`config.mk`:
```
export PLATFORM = sky130hd
export DESIGN_NAME = serial_status_query_responder
export DESIGN_NICKNAME = d
export VERILOG_FILES = /design/src/pkg/status_query_pkg.sv /design/src/rtl/serial_rx.sv /design/src/rtl/serial_tx.sv /design/src/rtl/serial_status_query_responder.sv
export SDC_FILE = /design/constraint.sdc
export NUM_CORES = 1
export LEC_CHECK = 0
export ABC_AREA = 1
export ABC_CLOCK_PERIOD_IN_PS = 3800
export BUFFER_PORTS_ARGS = -buffer_cell sky130_fd_sc_hd__buf_2
export CORE_MARGIN = 1
export CORE_UTILIZATION = 60
export DETAILED_ROUTE_END_ITERATION = 10
export PLACE_DENSITY = 0.76
export RECOVER_POWER = 50
export SLEW_MARGIN = 20
export SYNTH_ARGS = -nofsm -noshare
export SYNTH_HDL_FRONTEND = slang
export SYNTH_SLANG_ARGS = --single-unit
```
`constraint.sdc`:
```
create_clock -name hclk -period 3.8 [get_ports hclk]
set_input_delay 0.38 -clock hclk [delete_from_list [all_inputs] [get_ports hclk]]
set_output_delay 0.38 -clock hclk [all_outputs]
set_load 0.03 [all_outputs]
```
`src/pkg/status_query_pkg.sv`:
```
package status_query_pkg;

    // =====================================================
    // timing
    localparam int CLK_NS         = 10;
    localparam int BAUD_RATE      = 2400;
    localparam int BIT_NS         = 1_000_000_000 / BAUD_RATE;
    localparam int BIT_CYCLES_DEF = BIT_NS / CLK_NS;

    // =====================================================
    // characters
    localparam logic [7:0] CHAR_CR    = 8'h0d;
    localparam logic [7:0] CHAR_LF    = 8'h0a;
    localparam logic [7:0] CHAR_ZERO  = 8'h30;
    localparam logic [7:0] CHAR_NINE  = 8'h39;
    localparam logic [7:0] CHAR_DOT   = 8'h2e;
    localparam logic [7:0] CHAR_PLUS  = 8'h2b;
    localparam logic [7:0] CHAR_MINUS = 8'h2d;
    localparam logic [7:0] CHAR_L     = 8'h4c;
    localparam logic [7:0] CHAR_V     = 8'h56;
    localparam logic [7:0] CHAR_A     = 8'h41;
    localparam logic [7:0] CHAR_W     = 8'h57;
    localparam logic [7:0] CHAR_U     = 8'h55;
    localparam logic [7:0] CHAR_I     = 8'h49;
    localparam logic [7:0] CHAR_P     = 8'h50;
    localparam logic [7:0] CHAR_F     = 8'h46;
    localparam logic [7:0] CHAR_S     = 8'h53;
    localparam logic [7:0] CHAR_M     = 8'h4d;
    localparam logic [7:0] LOWER_BIT  = 8'h20;

    // =====================================================
    // reply frame: group start positions and full frame length
    localparam logic [5:0] POS_V = 6'h00;
    localparam logic [5:0] POS_A = 6'h06;
    localparam logic [5:0] POS_W = 6'h0c;
    localparam logic [5:0] POS_U = 6'h12;
    localparam logic [5:0] POS_I = 6'h15;
    localparam logic [5:0] POS_P = 6'h1a;
    localparam logic [5:0] POS_F = 6'h1e;
    localparam logic [5:0] FULL_LEN = 6'h25;

    // =====================================================
    // register map
    localparam logic [7:0] ADDR_VOUT = 8'h00;
    localparam logic [7:0] ADDR_IOUT = 8'h04;
    localparam logic [7:0] ADDR_POUT = 8'h08;
    localparam logic [7:0] ADDR_ULIM = 8'h0c;
    localparam logic [7:0] ADDR_ILIM = 8'h10;
    localparam logic [7:0] ADDR_PLIM = 8'h14;
    localparam logic [7:0] ADDR_STAT = 8'h18;
    localparam logic [7:0] ADDR_CMD  = 8'h1c;
    localparam int CMD_VALID_BIT = 8;
    localparam int CMD_BUSY_BIT  = 9;
    localparam int CMD_DROP_BIT  = 10;
    localparam int STAT_EDIT_LSB = 8;

    typedef struct packed {
        logic lock;
        logic remote_mode_flag;
        logic unlocked;
        logic fine;
        logic overheat;
        logic relay_on;
    } flags_type;

    // edit: bit0 voltage limit, bit1 current limit, bit2 power limit
    typedef struct packed {
        logic [15:0] vout;
        logic [15:0] iout;
        logic [15:0] pout;
        logic [7:0]  ulim;
        logic [11:0] ilim;
        logic [11:0] plim;
        flags_type   flags;
        logic [2:0]  edit;
    } readings_type;

    localparam readings_type READINGS_RST = '0;

endpackage : status_query_pkg

```
`src/rtl/serial_rx.sv`:
```
`timescale 1ns/1ps
module serial_rx
    import status_query_pkg::*;
#(
    parameter int BIT_CYCLES = BIT_CYCLES_DEF
) (
    input  wire logic       hclk,      // system clock
    input  wire logic       hresetn,   // async reset
    input  wire logic       rxd,       // serial line in
    output logic      [7:0] rx_data,   // received byte
    output logic            rx_valid   // byte strobe
);
    localparam int CW = $clog2(BIT_CYCLES + 1);
    localparam logic [CW-1:0] FULL = CW'(BIT_CYCLES - 1);
    localparam logic [CW-1:0] HALF = CW'(BIT_CYCLES / 2);

    typedef enum logic [0:0] {R_IDLE = 1'b0, R_RUN = 1'b1} rx_state_type;

    rx_state_type  state, next_state;
    logic [CW-1:0] cnt, next_cnt;
    logic [3:0]    bitn, next_bitn;
    logic [7:0]    shift, next_shift;
    logic [7:0]    next_rx_data;
    logic          next_rx_valid;

    always_comb begin
        next_state    = state;
        next_cnt      = cnt;
        next_bitn     = bitn;
        next_shift    = shift;
        next_rx_data  = rx_data;
        next_rx_valid = 1'b0;
        unique case (state)
            R_IDLE: begin
                if (!rxd) begin
                    next_state = R_RUN;
                    next_cnt   = HALF;
                    next_bitn  = 4'h0;
                end
            end
            R_RUN: begin
                if (cnt != '0) begin
                    next_cnt = cnt - 1'b1;
                end else begin
                    next_cnt  = FULL;
                    next_bitn = bitn + 4'h1;
                    if (bitn == 4'h0 && rxd) begin
                        next_state = R_IDLE;
                    end else if (bitn >= 4'h1 && bitn <= 4'h8) begin
                        next_shift = {rxd, shift[7:1]};
                    end else if (bitn == 4'h9) begin
                        next_state = R_IDLE;
                        // broken stop bit drops the byte
                        if (rxd) begin
                            next_rx_data  = shift;
                            next_rx_valid = 1'b1;
                        end
                    end
                end
            end
        endcase
    end

    always_ff @(posedge hclk or negedge hresetn) begin
        if (!hresetn) begin
            state    <= R_IDLE;
            cnt      <= '0;
            bitn     <= 4'h0;
            shift    <= 8'h00;
            rx_data  <= 8'h00;
            rx_valid <= 1'b0;
        end else begin
            state    <= next_state;
            cnt      <= next_cnt;
            bitn     <= next_bitn;
            shift    <= next_shift;
            rx_data  <= next_rx_data;
            rx_valid <= next_rx_valid;
        end
    end

endmodule : serial_rx

```
`src/rtl/serial_tx.sv`:
```
`timescale 1ns/1ps
module serial_tx
    import status_query_pkg::*;
#(
    parameter int BIT_CYCLES = BIT_CYCLES_DEF
) (
    input  wire logic       hclk,      // system clock
    input  wire logic       hresetn,   // async reset
    input  wire logic [7:0] tx_data,   // byte to send
    input  wire logic       tx_valid,  // byte offered
    output logic            tx_ready,  // idle, byte taken
    output logic            txd        // serial line out
);
    localparam int CW = $clog2(BIT_CYCLES + 1);
    localparam logic [CW-1:0] FULL = CW'(BIT_CYCLES - 1);

    typedef enum logic [0:0] {T_IDLE = 1'b0, T_RUN = 1'b1} tx_state_type;

    tx_state_type  state, next_state;
    logic [CW-1:0] cnt, next_cnt;
    logic [3:0]    bitn, next_bitn;
    logic [9:0]    shift, next_shift;
    logic          next_txd;
    logic          bit_tick;

    assign tx_ready = (state == T_IDLE);
    assign bit_tick = (cnt == '0);

    always_comb begin
        next_state = state;
        next_cnt   = cnt;
        next_bitn  = bitn;
        next_shift = shift;
        next_txd   = txd;
        unique case (state)
            T_IDLE: begin
                next_txd = 1'b1;
                if (tx_valid) begin
                    next_shift = {1'b1, tx_data, 1'b0};
                    next_state = T_RUN;
                    next_cnt   = '0;
                    next_bitn  = 4'h0;
                end
            end
            T_RUN: begin
                next_cnt = bit_tick ? FULL : cnt - 1'b1;
                if (bit_tick) begin
                    if (bitn == 4'ha) begin
                        next_state = T_IDLE;
                    end else begin
                        next_txd   = shift[0];
                        next_shift = {1'b1, shift[9:1]};
                        next_bitn  = bitn + 4'h1;
                    end
                end
            end
        endcase
    end

    always_ff @(posedge hclk or negedge hresetn) begin
        if (!hresetn) begin
            state <= T_IDLE;
            cnt   <= '0;
            bitn  <= 4'h0;
            shift <= 10'h3ff;
            txd   <= 1'b1;
        end else begin
            state <= next_state;
            cnt   <= next_cnt;
            bitn  <= next_bitn;
            shift <= next_shift;
            txd   <= next_txd;
        end
    end

endmodule : serial_tx

```
`src/rtl/serial_status_query_responder.sv`:
```
// The implementer's own choices: the AHB-Lite register port and the placing of the registers.
`timescale 1ns/1ps
module serial_status_query_responder
    import status_query_pkg::*;
#(
    parameter int BIT_CYCLES = BIT_CYCLES_DEF
) (
    input  wire logic        hclk,       // system clock
    input  wire logic        hresetn,    // async reset, active low
    input  wire logic        hsel,       // slave select
    input  wire logic [31:0] haddr,      // byte address
    input  wire logic [1:0]  htrans,     // transfer type
    input  wire logic        hwrite,     // write transfer
    input  wire logic [2:0]  hsize,      // transfer size
    input  wire logic [31:0] hwdata,     // write data
    input  wire logic        hready,     // bus ready
    output logic             hreadyout,  // slave ready
    output logic             hresp,      // always okay
    output logic      [31:0] hrdata,     // read data
    input  wire logic        rxd,        // serial from host
    output logic             txd         // serial to host
);

    // =====================================================
    // helpers
    // clamp to a decimal digit
    function automatic logic [7:0] digit(input logic [3:0] nib);
        digit = (nib > 4'h9) ? CHAR_NINE : (CHAR_ZERO | {4'h0, nib});
    endfunction : digit

    function automatic logic [7:0] bit_digit(input logic b);
        bit_digit = CHAR_ZERO | {7'h00, b};
    endfunction : bit_digit

    function automatic logic [7:0] tag(input logic [7:0] c, input logic low);
        tag = low ? (c | LOWER_BIT) : c;
    endfunction : tag

    function automatic logic [7:0] char_at(input readings_type r, input logic [5:0] i);
        unique case (i)
            6'h00: char_at = CHAR_V;
            6'h01: char_at = digit(r.vout[15:12]);
            6'h02: char_at = digit(r.vout[11:8]);
            6'h03: char_at = CHAR_DOT;
            6'h04: char_at = digit(r.vout[7:4]);
            6'h05: char_at = digit(r.vout[3:0]);
            6'h06: char_at = CHAR_A;
            6'h07: char_at = digit(r.iout[15:12]);
            6'h08: char_at = CHAR_DOT;
            6'h09: char_at = digit(r.iout[11:8]);
            6'h0a: char_at = digit(r.iout[7:4]);
            6'h0b: char_at = digit(r.iout[3:0]);
            6'h0c: char_at = CHAR_W;
            6'h0d: char_at = digit(r.pout[15:12]);
            6'h0e: char_at = digit(r.pout[11:8]);
            6'h0f: char_at = digit(r.pout[7:4]);
            6'h10: char_at = CHAR_DOT;
            6'h11: char_at = digit(r.pout[3:0]);
            6'h12: char_at = tag(CHAR_U, r.edit[0]);
            6'h13: char_at = digit(r.ulim[7:4]);
            6'h14: char_at = digit(r.ulim[3:0]);
            6'h15: char_at = tag(CHAR_I, r.edit[1]);
            6'h16: char_at = digit(r.ilim[11:8]);
            6'h17: char_at = CHAR_DOT;
            6'h18: char_at = digit(r.ilim[7:4]);
            6'h19: char_at = digit(r.ilim[3:0]);
            6'h1a: char_at = tag(CHAR_P, r.edit[2]);
            6'h1b: char_at = digit(r.plim[11:8]);
            6'h1c: char_at = digit(r.plim[7:4]);
            6'h1d: char_at = digit(r.plim[3:0]);
            6'h1e: char_at = CHAR_F;
            6'h1f: char_at = bit_digit(r.flags.relay_on);
            6'h20: char_at = bit_digit(r.flags.overheat);
            6'h21: char_at = bit_digit(r.flags.fine);
            6'h22: char_at = bit_digit(r.flags.unlocked);
            6'h23: char_at = bit_digit(r.flags.remote_mode_flag);
            6'h24: char_at = bit_digit(r.flags.lock);
            default: char_at = CHAR_ZERO;
        endcase
    endfunction : char_at

    // =====================================================
    // serial ends
    logic [7:0] rx_data;
    logic       rx_valid;
    logic [7:0] tx_data;
    logic       tx_valid;
    logic       tx_ready;

    // both ends share one bit period; only the transmitter has a valid/ready handshake
    serial_rx #(.BIT_CYCLES(BIT_CYCLES)) u_rx (
        .hclk     (hclk),
        .hresetn  (hresetn),
        .rxd      (rxd),
        .rx_data  (rx_data),
        .rx_valid (rx_valid)
    );

    serial_tx #(.BIT_CYCLES(BIT_CYCLES)) u_tx (
        .hclk     (hclk),
        .hresetn  (hresetn),
        .tx_data  (tx_data),
        .tx_valid (tx_valid),
        .tx_ready (tx_ready),
        .txd      (txd)
    );

    // =====================================================
    // command line parser
    typedef enum logic [1:0] {
        S_IDLE = 2'b00,
        S_BODY = 2'b01,
        S_CR   = 2'b10,
        S_LF   = 2'b11
    } send_state_type;

    send_state_type send, next_send;
    logic [7:0]     line [3];
    logic [7:0]     next_line [3];
    logic [1:0]     fill, next_fill;
    logic           overlong, next_overlong;
    logic [5:0]     idx, next_idx;
    logic [5:0]     last, next_last;
    readings_type   regs, next_regs;
    readings_type   snap, next_snap;
    logic [4:0]     cmd_code, next_cmd_code;
    logic           cmd_valid, next_cmd_valid;
    logic           dropped, next_dropped;

    logic           is_query;
    logic [5:0]     q_pos;
    logic [5:0]     q_len;
    logic           is_set;
    logic [1:0]     set_var;
    logic [1:0]     set_op;

    always_comb begin
        is_query = 1'b0;
        q_pos    = POS_V;
        q_len    = 6'h06;
        is_set   = 1'b0;
        set_var  = 2'b00;
        set_op   = 2'b00;
        if (!overlong && fill == 2'h1) begin
            is_query = 1'b1;
            unique case (line[0])
                CHAR_L: begin q_pos = POS_V; q_len = FULL_LEN; end
                CHAR_V: begin q_pos = POS_V; q_len = 6'h06; end
                CHAR_A: begin q_pos = POS_A; q_len = 6'h06; end
                CHAR_W: begin q_pos = POS_W; q_len = 6'h06; end
                CHAR_U: begin q_pos = POS_U; q_len = 6'h03; end
                CHAR_I: begin q_pos = POS_I; q_len = 6'h05; end
                CHAR_P: begin q_pos = POS_P; q_len = 6'h04; end
                CHAR_F: begin q_pos = POS_F; q_len = 6'h07; end
                default: is_query = 1'b0;
            endcase
        end
        if (!overlong && fill == 2'h3 && line[0] == CHAR_S) begin
            is_set = 1'b1;
            unique case (line[1])
                CHAR_V: set_var = 2'h0;
                CHAR_U: set_var = 2'h1;
                CHAR_I: set_var = 2'h2;
                CHAR_P: set_var = 2'h3;
                default: is_set = 1'b0;
            endcase
            unique case (line[2])
                CHAR_PLUS:  set_op = 2'h0;
                CHAR_MINUS: set_op = 2'h1;
                CHAR_M:     set_op = 2'h2;
                default:    is_set = 1'b0;
            endcase
        end
    end

    // =====================================================
    // bus slave
    logic        acc;
    logic        wr_q;
    logic [7:0]  addr_q;
    logic [31:0] next_hrdata;
    logic        wr_en;

    assign hreadyout = 1'b1;
    assign hresp     = 1'b0;
    assign acc       = hsel & htrans[1] & hready;
    assign wr_en     = wr_q;

    always_comb begin
        next_hrdata = 32'h0000_0000;
        if (acc && !hwrite) begin
            unique case (haddr[7:0])
                ADDR_VOUT: next_hrdata = {16'h0000, regs.vout};
                ADDR_IOUT: next_hrdata = {16'h0000, regs.iout};
                ADDR_POUT: next_hrdata = {16'h0000, regs.pout};
                ADDR_ULIM: next_hrdata = {24'h000000, regs.ulim};
                ADDR_ILIM: next_hrdata = {20'h00000, regs.ilim};
                ADDR_PLIM: next_hrdata = {20'h00000, regs.plim};
                ADDR_STAT: next_hrdata = {21'h000000, regs.edit, 2'b00, regs.flags};
                ADDR_CMD:  next_hrdata = {21'h000000, dropped, send != S_IDLE,
                                          cmd_valid, 3'b000, cmd_code};
                default:   next_hrdata = 32'h0000_0000;
            endcase
        end
    end

    // =====================================================
    // main next-state
    always_comb begin
        next_send      = send;
        next_line      = line;
        next_fill      = fill;
        next_overlong  = overlong;
        next_idx       = idx;
        next_last      = last;
        next_regs      = regs;
        next_snap      = snap;
        next_cmd_code  = cmd_code;
        next_cmd_valid = cmd_valid;
        next_dropped   = dropped;
        tx_valid       = (send != S_IDLE);
        tx_data        = char_at(snap, idx);

        if (wr_en) begin
            unique case (addr_q)
                ADDR_VOUT: next_regs.vout  = hwdata[15:0];
                ADDR_IOUT: next_regs.iout  = hwdata[15:0];
                ADDR_POUT: next_regs.pout  = hwdata[15:0];
                ADDR_ULIM: next_regs.ulim  = hwdata[7:0];
                ADDR_ILIM: next_regs.ilim  = hwdata[11:0];
                ADDR_PLIM: next_regs.plim  = hwdata[11:0];
                ADDR_STAT: begin
                    next_regs.flags = flags_type'(hwdata[5:0]);
                    next_regs.edit  = hwdata[STAT_EDIT_LSB +: 3];
                end
                ADDR_CMD: begin
                    if (hwdata[CMD_VALID_BIT]) next_cmd_valid = 1'b0;
                    if (hwdata[CMD_DROP_BIT])  next_dropped   = 1'b0;
                end
                default: ;
            endcase
        end

        // body, then carriage return and line feed
        unique case (send)
            S_IDLE: tx_data = CHAR_CR;
            S_BODY: if (tx_ready) begin
                next_idx = idx + 6'h01;
                if (idx == last) next_send = S_CR;
            end
            S_CR: begin
                tx_data = CHAR_CR;
                if (tx_ready) next_send = S_LF;
            end
            S_LF: begin
                tx_data = CHAR_LF;
                if (tx_ready) next_send = S_IDLE;
            end
        endcase

        if (rx_valid) begin
            if (rx_data == CHAR_CR) begin
                next_fill     = 2'h0;
                next_overlong = 1'b0;
                // reply starts at once; snapshot keeps the record consistent
                if (is_query && send == S_IDLE) begin
                    next_send = S_BODY;
                    next_idx  = q_pos;
                    next_last = q_pos + q_len - 6'h01;
                    next_snap = regs;
                end else if (is_query) begin
                    next_dropped = 1'b1;
                end
                if (is_set && regs.flags.remote_mode_flag) begin
                    next_cmd_code  = {1'b1, set_var, set_op};
                    next_cmd_valid = 1'b1;
                end
                // unknown line is dropped without reply
                if (!is_query && !is_set) begin
                    next_dropped = 1'b1;
                end
            // line feed after the terminator is ignored
            end else if (!(rx_data == CHAR_LF && fill == 2'h0)) begin
                if (fill == 2'h3) begin
                    next_overlong = 1'b1;
                end else begin
                    next_line[fill] = rx_data;
                    next_fill       = fill + 2'h1;
                end
            end
        end
    end

    always_ff @(posedge hclk or negedge hresetn) begin
        if (!hresetn) begin
            send      <= S_IDLE;
            line      <= '{default: 8'h00};
            fill      <= 2'h0;
            overlong  <= 1'b0;
            idx       <= 6'h00;
            last      <= 6'h00;
            regs      <= READINGS_RST;
            snap      <= READINGS_RST;
            cmd_code  <= 5'h00;
            cmd_valid <= 1'b0;
            dropped   <= 1'b0;
            wr_q      <= 1'b0;
            addr_q    <= 8'h00;
            hrdata    <= 32'h0000_0000;
        end else begin
            send      <= next_send;
            line      <= next_line;
            fill      <= next_fill;
            overlong  <= next_overlong;
            idx       <= next_idx;
            last      <= next_last;
            regs      <= next_regs;
            snap      <= next_snap;
            cmd_code  <= next_cmd_code;
            cmd_valid <= next_cmd_valid;
            dropped   <= next_dropped;
            wr_q      <= acc & hwrite;
            addr_q    <= haddr[7:0];
            hrdata    <= next_hrdata;
        end
    end

endmodule : serial_status_query_responder

```
==> results of run 1 <==
state kept, by name, indices dropped and copies added, names as in the netlist, 5 cells and up:
register / count
addr_q: 8
cmd_code: 5
hrdata: 16
idx: 6
last: 6
line: 24
regs: 89
snap: 89
u_rx.cnt: 16
u_rx.rx_data: 8
u_rx.shift: 8
u_tx.cnt: 16
u_tx.shift: 9
logic make-up (layout without fill, tap and decap cells):
family / count (synthesis) / count (layout)
and+or+nand+nor: 880 / 880
AOI/OAI and AO/OA: 397 / 397
buffers and inverters: 363 / 413
DFF: 320 / 320
adders and majority gates: 25 / 25
xor gates and xnor gates: 22 / 22
other: 2 / 18
worst paths after layout:
check	start	end
max in group asynchronous	hresetn	addr_q[1]
worst max-delay path	fill[1]	last[5]
worst max register to register	fill[1]	last[5]
worst min-delay path	haddr[3]	addr_q[3]
min in group asynchronous	hresetn	line[20]
worst min register to register	cmd_code[4]	cmd_code[4]
layout make-up:
class | instances | area [um2]
tap | 335 | 419
sequential | 320 | 8020
fill | 2178 | 8580
clock inverter | 14 | 179
inverter | 289 | 1080
multi-input combinational | 1342 | 6550
clock buffer | 46 | 937
timing repair buffer | 64 | 365
power by group:
group	switching, mW	internal [mW]	leakage, nW	total [mW]
sequential	0.0673	3.49	3.89	3.56
clock	1.43	1.90	0.532	3.33
combinational	0.257	0.119	4.91	0.376
placed cells by master, fill, tap and decap left out, drive strengths merged, types with 18 or more instances in the layout:
| master | n |
|---|---|
| clkbuf | 72 |
| conb | 18 |
| inv | 291 |
| ha | 24 |
| nand2 | 498 |
| nand3 | 126 |
| a21oi | 32 |
| xor2 | 19 |
| nor3 | 29 |
| o22ai | 49 |
| o21ai | 281 |
| or2 | 19 |
| nand4 | 24 |
| buf | 31 |
| nor2 | 163 |
| dfrtp | 310 |
worst max-delay path: cells and delay by family (launching register included):
kind | cells | cell delay, ns
buffers and inverters | 6 | 0.53
AO/OA/AOI/OAI | 4 | 0.51
flip-flops | 1 | 0.39
AND/OR/NAND/NOR | 4 | 0.74
adder cells (fa/ha/maj) | 4 | 0.95
routing by layer:
| layer | vias up | part of all wire, % |
|---|---|---|
| met2 | 541 | 45 |
| met5 | - | 0 |
| met3 | 91 | 8.3 |
| met1 | 6475 | 43 |
| li1 | 6561 | - |
| met4 | 0 | 3.4 |
==> results.md, run 1 <==
- Met1 GRT Util: 43.7%
- Worst min-delay path category: input pin to flip-flop
- Via count of the first global-routing pass: 13300
- Run status: finished, violations left
- Data arrival, critical path: 3.65 ns
- Multiplexer area fraction after synthesis: 0%
- Total die area: 27400 um2
- Horizontal die dimension: 166 um
- Post-synthesis average cell area: 8.00 um2
- Initial Util: 61.5%
- Port bufs: 47
- Total design power: 7.26 mW
- Setup slack of the critical path after layout: 0.535 ns
- Number of I/O pins: 110
- Shortest clock period the worst path allows after layout: 3.27 ns
- Delay contributed by the slowest stage of the critical path: 0.41 ns
- Number of buffers between clock root and the deepest sink: 3
- Total of max-cap violations: 1
- Post-detailed-routing wire length: 42.3 mm
- Remaining max-slew budget at the tightest pin: -68.1%
- Die Ht: 166 um
- Area of the mapped netlist: 16100 um2
- DP Worst Slack: 0.567 ns
- All-Layer GR Usage: 31.7%
- Cts-stage hold buffer count: 7
- First-pass GRT wire length: 69.1 mm
- Crit Path Class: flip-flop to flip-flop
- Count of cells along the worst register-to-register path: 18
- Library cell with the highest instance count after synthesis: sky130_fd_sc_hd__nand2_1
- Worst reg-to-reg setup slack: 0.53 ns
- DR vias/cell: 5.67
- Share of the synthesized area in the top cell type: 48.3%
- Initial detailed-routing violation count: 1320
- Number of synthesized flops with an enable pin: 0
- Static leakage power: 9.34 nW
- Commonest cells in the netlist: sky130_fd_sc_hd__nand2_1, sky130_fd_sc_hd__dfrtp_1, sky130_fd_sc_hd__inv_1
- # Post-CTS Setup Buffers: 0
- Critical Path Source Type: flip-flop
- Maximum fanout along the worst path: 7
- Residual overflow from global routing: 0
- Placement Rows: 59
- Cell depth of the worst min-delay path: 1
- Instance area at placement: 16400 um2
- Clock-pin slew on the worst setup and hold paths: 0.06 ns
- Fin Clk Skew: 0.0232 ns
- Post-CTS resize count: 0
- Cell taking the most area after synthesis: sky130_fd_sc_hd__dfrtp_1
- Pin count of the biggest net entering global routing: 116
- Layout cell share with drive strength beyond 1: 7.81%
- Final max-slew violation count: 96
- DR pass1 iterations: 8
- Number of H-tree levels: 2
- Area fraction in and, or, nand and nor cells after synthesis: 23.5%
- Dominant cell type by count on the critical path: sky130_fd_sc_hd__inv_1
- Slew at the pin closest to its max-slew limit: 2.52 ns
- Top cells by area in the synthesized netlist: sky130_fd_sc_hd__dfrtp_1, sky130_fd_sc_hd__nand2_1, sky130_fd_sc_hd__inv_1
- Yosys cell types: 57
- GR Layer Usage met3: 6.33%
- Cell chain of the critical path: inv_1 > ha_1 > inv_1 > nor2_1 > inv_1 > o21ai_0 > and2_1 > ha_1 > inv_1 > ha_1 > inv_1 > fa_1 > inv_1 > a31oi_1 > o211ai_1 > nand2_1 > nor2_1 > a21oi_1
- Post-layout utilization of the core: 67.2%
- Yosys warns: 0
- Primary FF master, synth: sky130_fd_sc_hd__dfrtp_1
- Synthesized netlist cell count: 2009
- Total power per unit cell area: 414 nW/um2
- Worst endpoint required time: 4.19 ns
- Insertion delay of the later-clocked pin in the worst-skew pair: 0.53 ns
- Root buffer selected by CTS: sky130_fd_sc_hd__clkbuf_16
- Ratio of final minimum period to clock period: 85.9%
- Dominant combinational cell family by area after synthesis: simple AND/OR/NAND/NOR gates
- Post-DR wirelength/cell: 17.6 um
- Aggregate negative setup slack: 0 ns
- Sequential share of the synthesized area: 49.9%
- Upper clock frequency limit: 0.306 GHz
- Area growth, synth to finish: 9.24%
- Final instance area: 17600 um2
- Remaining DRCs: 2
- Share of synthesized registers carrying an async set or reset: 100%
- Layer with the highest usage after global routing: met2
- Clock sink total: 320
- Worst Setup End Kind: flip-flop
- DP Cell Count: 2343
- RSZ-0062 raised after global routing: false
- Met2 routing resource usage after global routing: 50.1%
- ANT cells: 0
- Failing checks: design-rule violations, max-capacitance violations, max-slew violations
- Hold Worst Slack: 0.0391 ns
- Number of antenna violations at the first check in global routing: 0
- CTS tree: built
- Final HPWL DP: 30.4 mm
- Final ANT Viol Nets: 0
- Adder-cell share of the synthesized area: 1.99%
- Number of buffers created by CTS: 35
- Cell with the biggest individual delay on the critical path: sky130_fd_sc_hd__nor2_1
- XOR/XNOR share of the synthesized area: 1.20%
- Final setup violation count: 0
- Fin nets: 2152
- Number of synthesized register bits: 320
- Placeable core region: 26100 um2
- Number of non-filler instances in the completed layout: 2410
- Post-synthesis compound-gate area fraction: 13.7%
- Number of vias in the routed layout: 13700
- Final hold vios: 0
- IR Drop Worst-Case VDD: 0.000378 V
- GPL Wtd Cong: 0.975
No activity file was read; power rests on OpenSTA's default activity.
==> inputs of run 2 (changes only) <==
- RECOVER_POWER: 50 -> 25
- TNS_END_PERCENT: unset -> 10
==> run 2 against run 1 <==
Effect of this change:
- the flow still finishes with violations (design-rule violations, max-capacitance violations, max-slew violations)
- fmax decreased by 0.36%
- sequential share of layout area is essentially flat
- routed wire length is 0.13% higher
- die area did not move
- critical path depth unchanged
- critical endpoint unchanged
- highest routed layer unchanged
==> results.md, run 2 (synthesis results as in run 1) <==
- Run status: finished, violations left
- Failing checks: design-rule violations, max-capacitance violations, max-slew violations
- Placement Rows: 59 (unchanged)
- Die Ht: 166 um (unchanged)
- Total of max-cap violations: 1 (unchanged)
- Worst endpoint required time: 4.19 ns (about the same)
- Insertion delay of the later-clocked pin in the worst-skew pair: 0.53 ns (about the same)
- RR Endpoint: last[5]
- Initial detailed-routing violation count: 1326 (+0.45%)
- First-pass GRT wire length: 69.1 mm (unchanged)
- Number of buffers between clock root and the deepest sink: 3 (unchanged)
- Number of H-tree levels: 2 (unchanged)
- Number of vias in the routed layout: 13700 (+0.42%)
- Upper clock frequency limit: 0.305 GHz (-0.36%)
- Worst flop-to-flop path startpoint: fill[1]
- Commonest cells after routing, fill and taps aside: sky130_fd_sc_hd__nand2_1, sky130_fd_sc_hd__dfrtp_1, sky130_fd_sc_hd__inv_1
- Shortest clock period the worst path allows after layout: 3.28 ns (+0.0118 ns)
- DR pass1 iterations: 9 (+1)
- ANT cells: 0 (unchanged)
- Clock sink total: 320 (unchanged)
- Launch point of the worst path: fill[1]
- Total power per unit cell area: 414 nW/um2 (about the same)
- Number of buffers created by CTS: 35 (unchanged)
- Via count of the first global-routing pass: 13300 (unchanged)
- Final setup violation count: 0 (unchanged)
- Initial Util: 61.5% (unchanged)
- Post-layout utilization of the core: 67.2% (about the same)
- Final hold vios: 0 (unchanged)
- Horizontal die dimension: 166 um (unchanged)
- Post-detailed-routing wire length: 42.4 mm (+0.13%)
- CTS tree: built
- RSZ-0062 raised after global routing: false
- Data arrival, critical path: 3.67 ns (+0.02 ns)
- GPL Wtd Cong: 0.975 (unchanged)
- Fin Clk Skew: 0.0225 ns (-0.000672 ns)
- Final max-slew violation count: 96 (unchanged)
- Final HPWL DP: 30.4 mm (unchanged)
- Aggregate negative setup slack: 0 ns (unchanged)
- Registers with the highest flip-flop counts: regs x89, snap x89, line x24
- Remaining max-slew budget at the tightest pin: -67.7% (+0.36 points)
- Hold_sp: haddr[3]
- DR vias/cell: 5.70 (+0.42%)
- Crit Path Class: flip-flop to flip-flop
- Fin nets: 2152 (unchanged)
- Layout cell share with drive strength beyond 1: 8.05% (+0.24 points)
- Post-CTS resize count: 0 (unchanged)
- Area growth, synth to finish: 9.35% (about the same)
- Static leakage power: 9.34 nW (about the same)
- Final ANT Viol Nets: 0 (unchanged)
- All-Layer GR Usage: 31.7% (unchanged)
- Clock-pin slew on the worst setup and hold paths: 0.06 ns (about the same)
- Total die area: 27400 um2 (unchanged)
- Maximum fanout along the worst path: 7 (unchanged)
- Root buffer selected by CTS: sky130_fd_sc_hd__clkbuf_16
- Remaining DRCs: 2 (unchanged)
- Slew at the pin closest to its max-slew limit: 2.52 ns (-0.00535 ns)
- Number of I/O pins: 110 (unchanged)
- Critical Path Source Type: flip-flop
- Ratio of final minimum period to clock period: 86.2% (+0.31 points)
- Count of cells along the worst register-to-register path: 18 (unchanged)
- Worst Setup End Kind: flip-flop
- Termination of the worst setup path: last[5]
- IR Drop Worst-Case VDD: 0.000378 V (about the same)
- Worst min-delay path category: input pin to flip-flop
- Post-DR wirelength/cell: 17.6 um (+0.13%)
- Most common library cell in the layout ignoring fill and taps: sky130_fd_sc_hd__nand2_1
- Residual overflow from global routing: 0 (unchanged)
- Pin count of the biggest net entering global routing: 116 (unchanged)
- Worst reg-to-reg setup slack: 0.52 ns (about the same)
- Number of antenna violations at the first check in global routing: 0 (unchanged)
- Placeable core region: 26100 um2 (unchanged)
- Port bufs: 47 (unchanged)
-- run 2: critical path, cell delays in order (launching register included) --
cell	delay [ns]
sky130_fd_sc_hd__dfrtp_1	0.39
sky130_fd_sc_hd__inv_1	0.10
sky130_fd_sc_hd__ha_1	0.15
sky130_fd_sc_hd__inv_1	0.05
sky130_fd_sc_hd__nor2_1	0.40
sky130_fd_sc_hd__inv_1	0.19
sky130_fd_sc_hd__o21ai_0	0.28
sky130_fd_sc_hd__and2_1	0.17
sky130_fd_sc_hd__ha_1	0.22
sky130_fd_sc_hd__inv_1	0.06
sky130_fd_sc_hd__ha_1	0.18
sky130_fd_sc_hd__inv_1	0.06
sky130_fd_sc_hd__fa_1	0.40
sky130_fd_sc_hd__inv_1	0.08
sky130_fd_sc_hd__a31oi_1	0.09
sky130_fd_sc_hd__o211ai_1	0.10
sky130_fd_sc_hd__nand2_1	0.07
sky130_fd_sc_hd__nor2_1	0.09
sky130_fd_sc_hd__a21oi_1	0.05
-- run 2: cell type report --
| type | instances | area (um2) |
|---|---|---|
| Clock buffer | 46 | 937 |
| Inverter | 289 | 1080 |
| Sequential cell | 320 | 8020 |
| Fill cell | 2172 | 8570 |
| Timing Repair Buffer | 64 | 367 |
| Multi-Input combinational cell | 1342 | 6560 |
| Tap cell | 335 | 419 |
| Clock inverter | 14 | 179 |
-- run 2: report_power, final --
group,switching [mW],internal (mW)
sequential,0.0676,3.49
combinational,0.259,0.119
clock,1.43,1.90
total,1.76,5.51
-- run 2: worst min-delay path by stage --
stage                           end  cells after the start
after floorplan           addr_q[0]                      0
after global placement     line[20]                      1
after detailed placement   line[20]                      1
after CTS                 addr_q[3]                      1
after global routing      addr_q[3]                      1
final                     addr_q[3]                      1
-- run 2: metal layers --
layer / part of all wire [%] / vias up / GRT usage (%) / routed length [um]
met1: 43 / 6496 / 43.7 / 18100
met5: 0 / - / 0 / 0
li1: - / 6567 / - / -
met2: 45 / 551 / 50.1 / 19100
met3: 8.5 / 111 / 6.33 / 3590
met4: 3.7 / 0 / 11.8 / 1570
-- run 2: metrics by stage --
stage | setup WS (ns) | power (mW) | area (um2) | instances | hold slack [ns]
2_1_floorplan | 0.955 | 3.84 | 16100 | 2025 | 0.0844
3_3_place_gp | 0.654 | 3.97 | 16400 | 2343 | 0.445
3_5_place_dp | 0.567 | 3.99 | 16400 | 2343 | 0.448
4_1_cts | 0.538 | 7.29 | 17600 | 2410 | 0.00495
5_1_grt | 0.193 | 7.49 | 17600 | 2410 | 0.0481
6_report | 0.523 | 7.27 | 17600 | 2410 | 0.0460
-- run 2: what timing repair did --
item,CTS,global route
hold buffers,7,0
buffers inserted,0,0
hold endpoints to repair,97,0
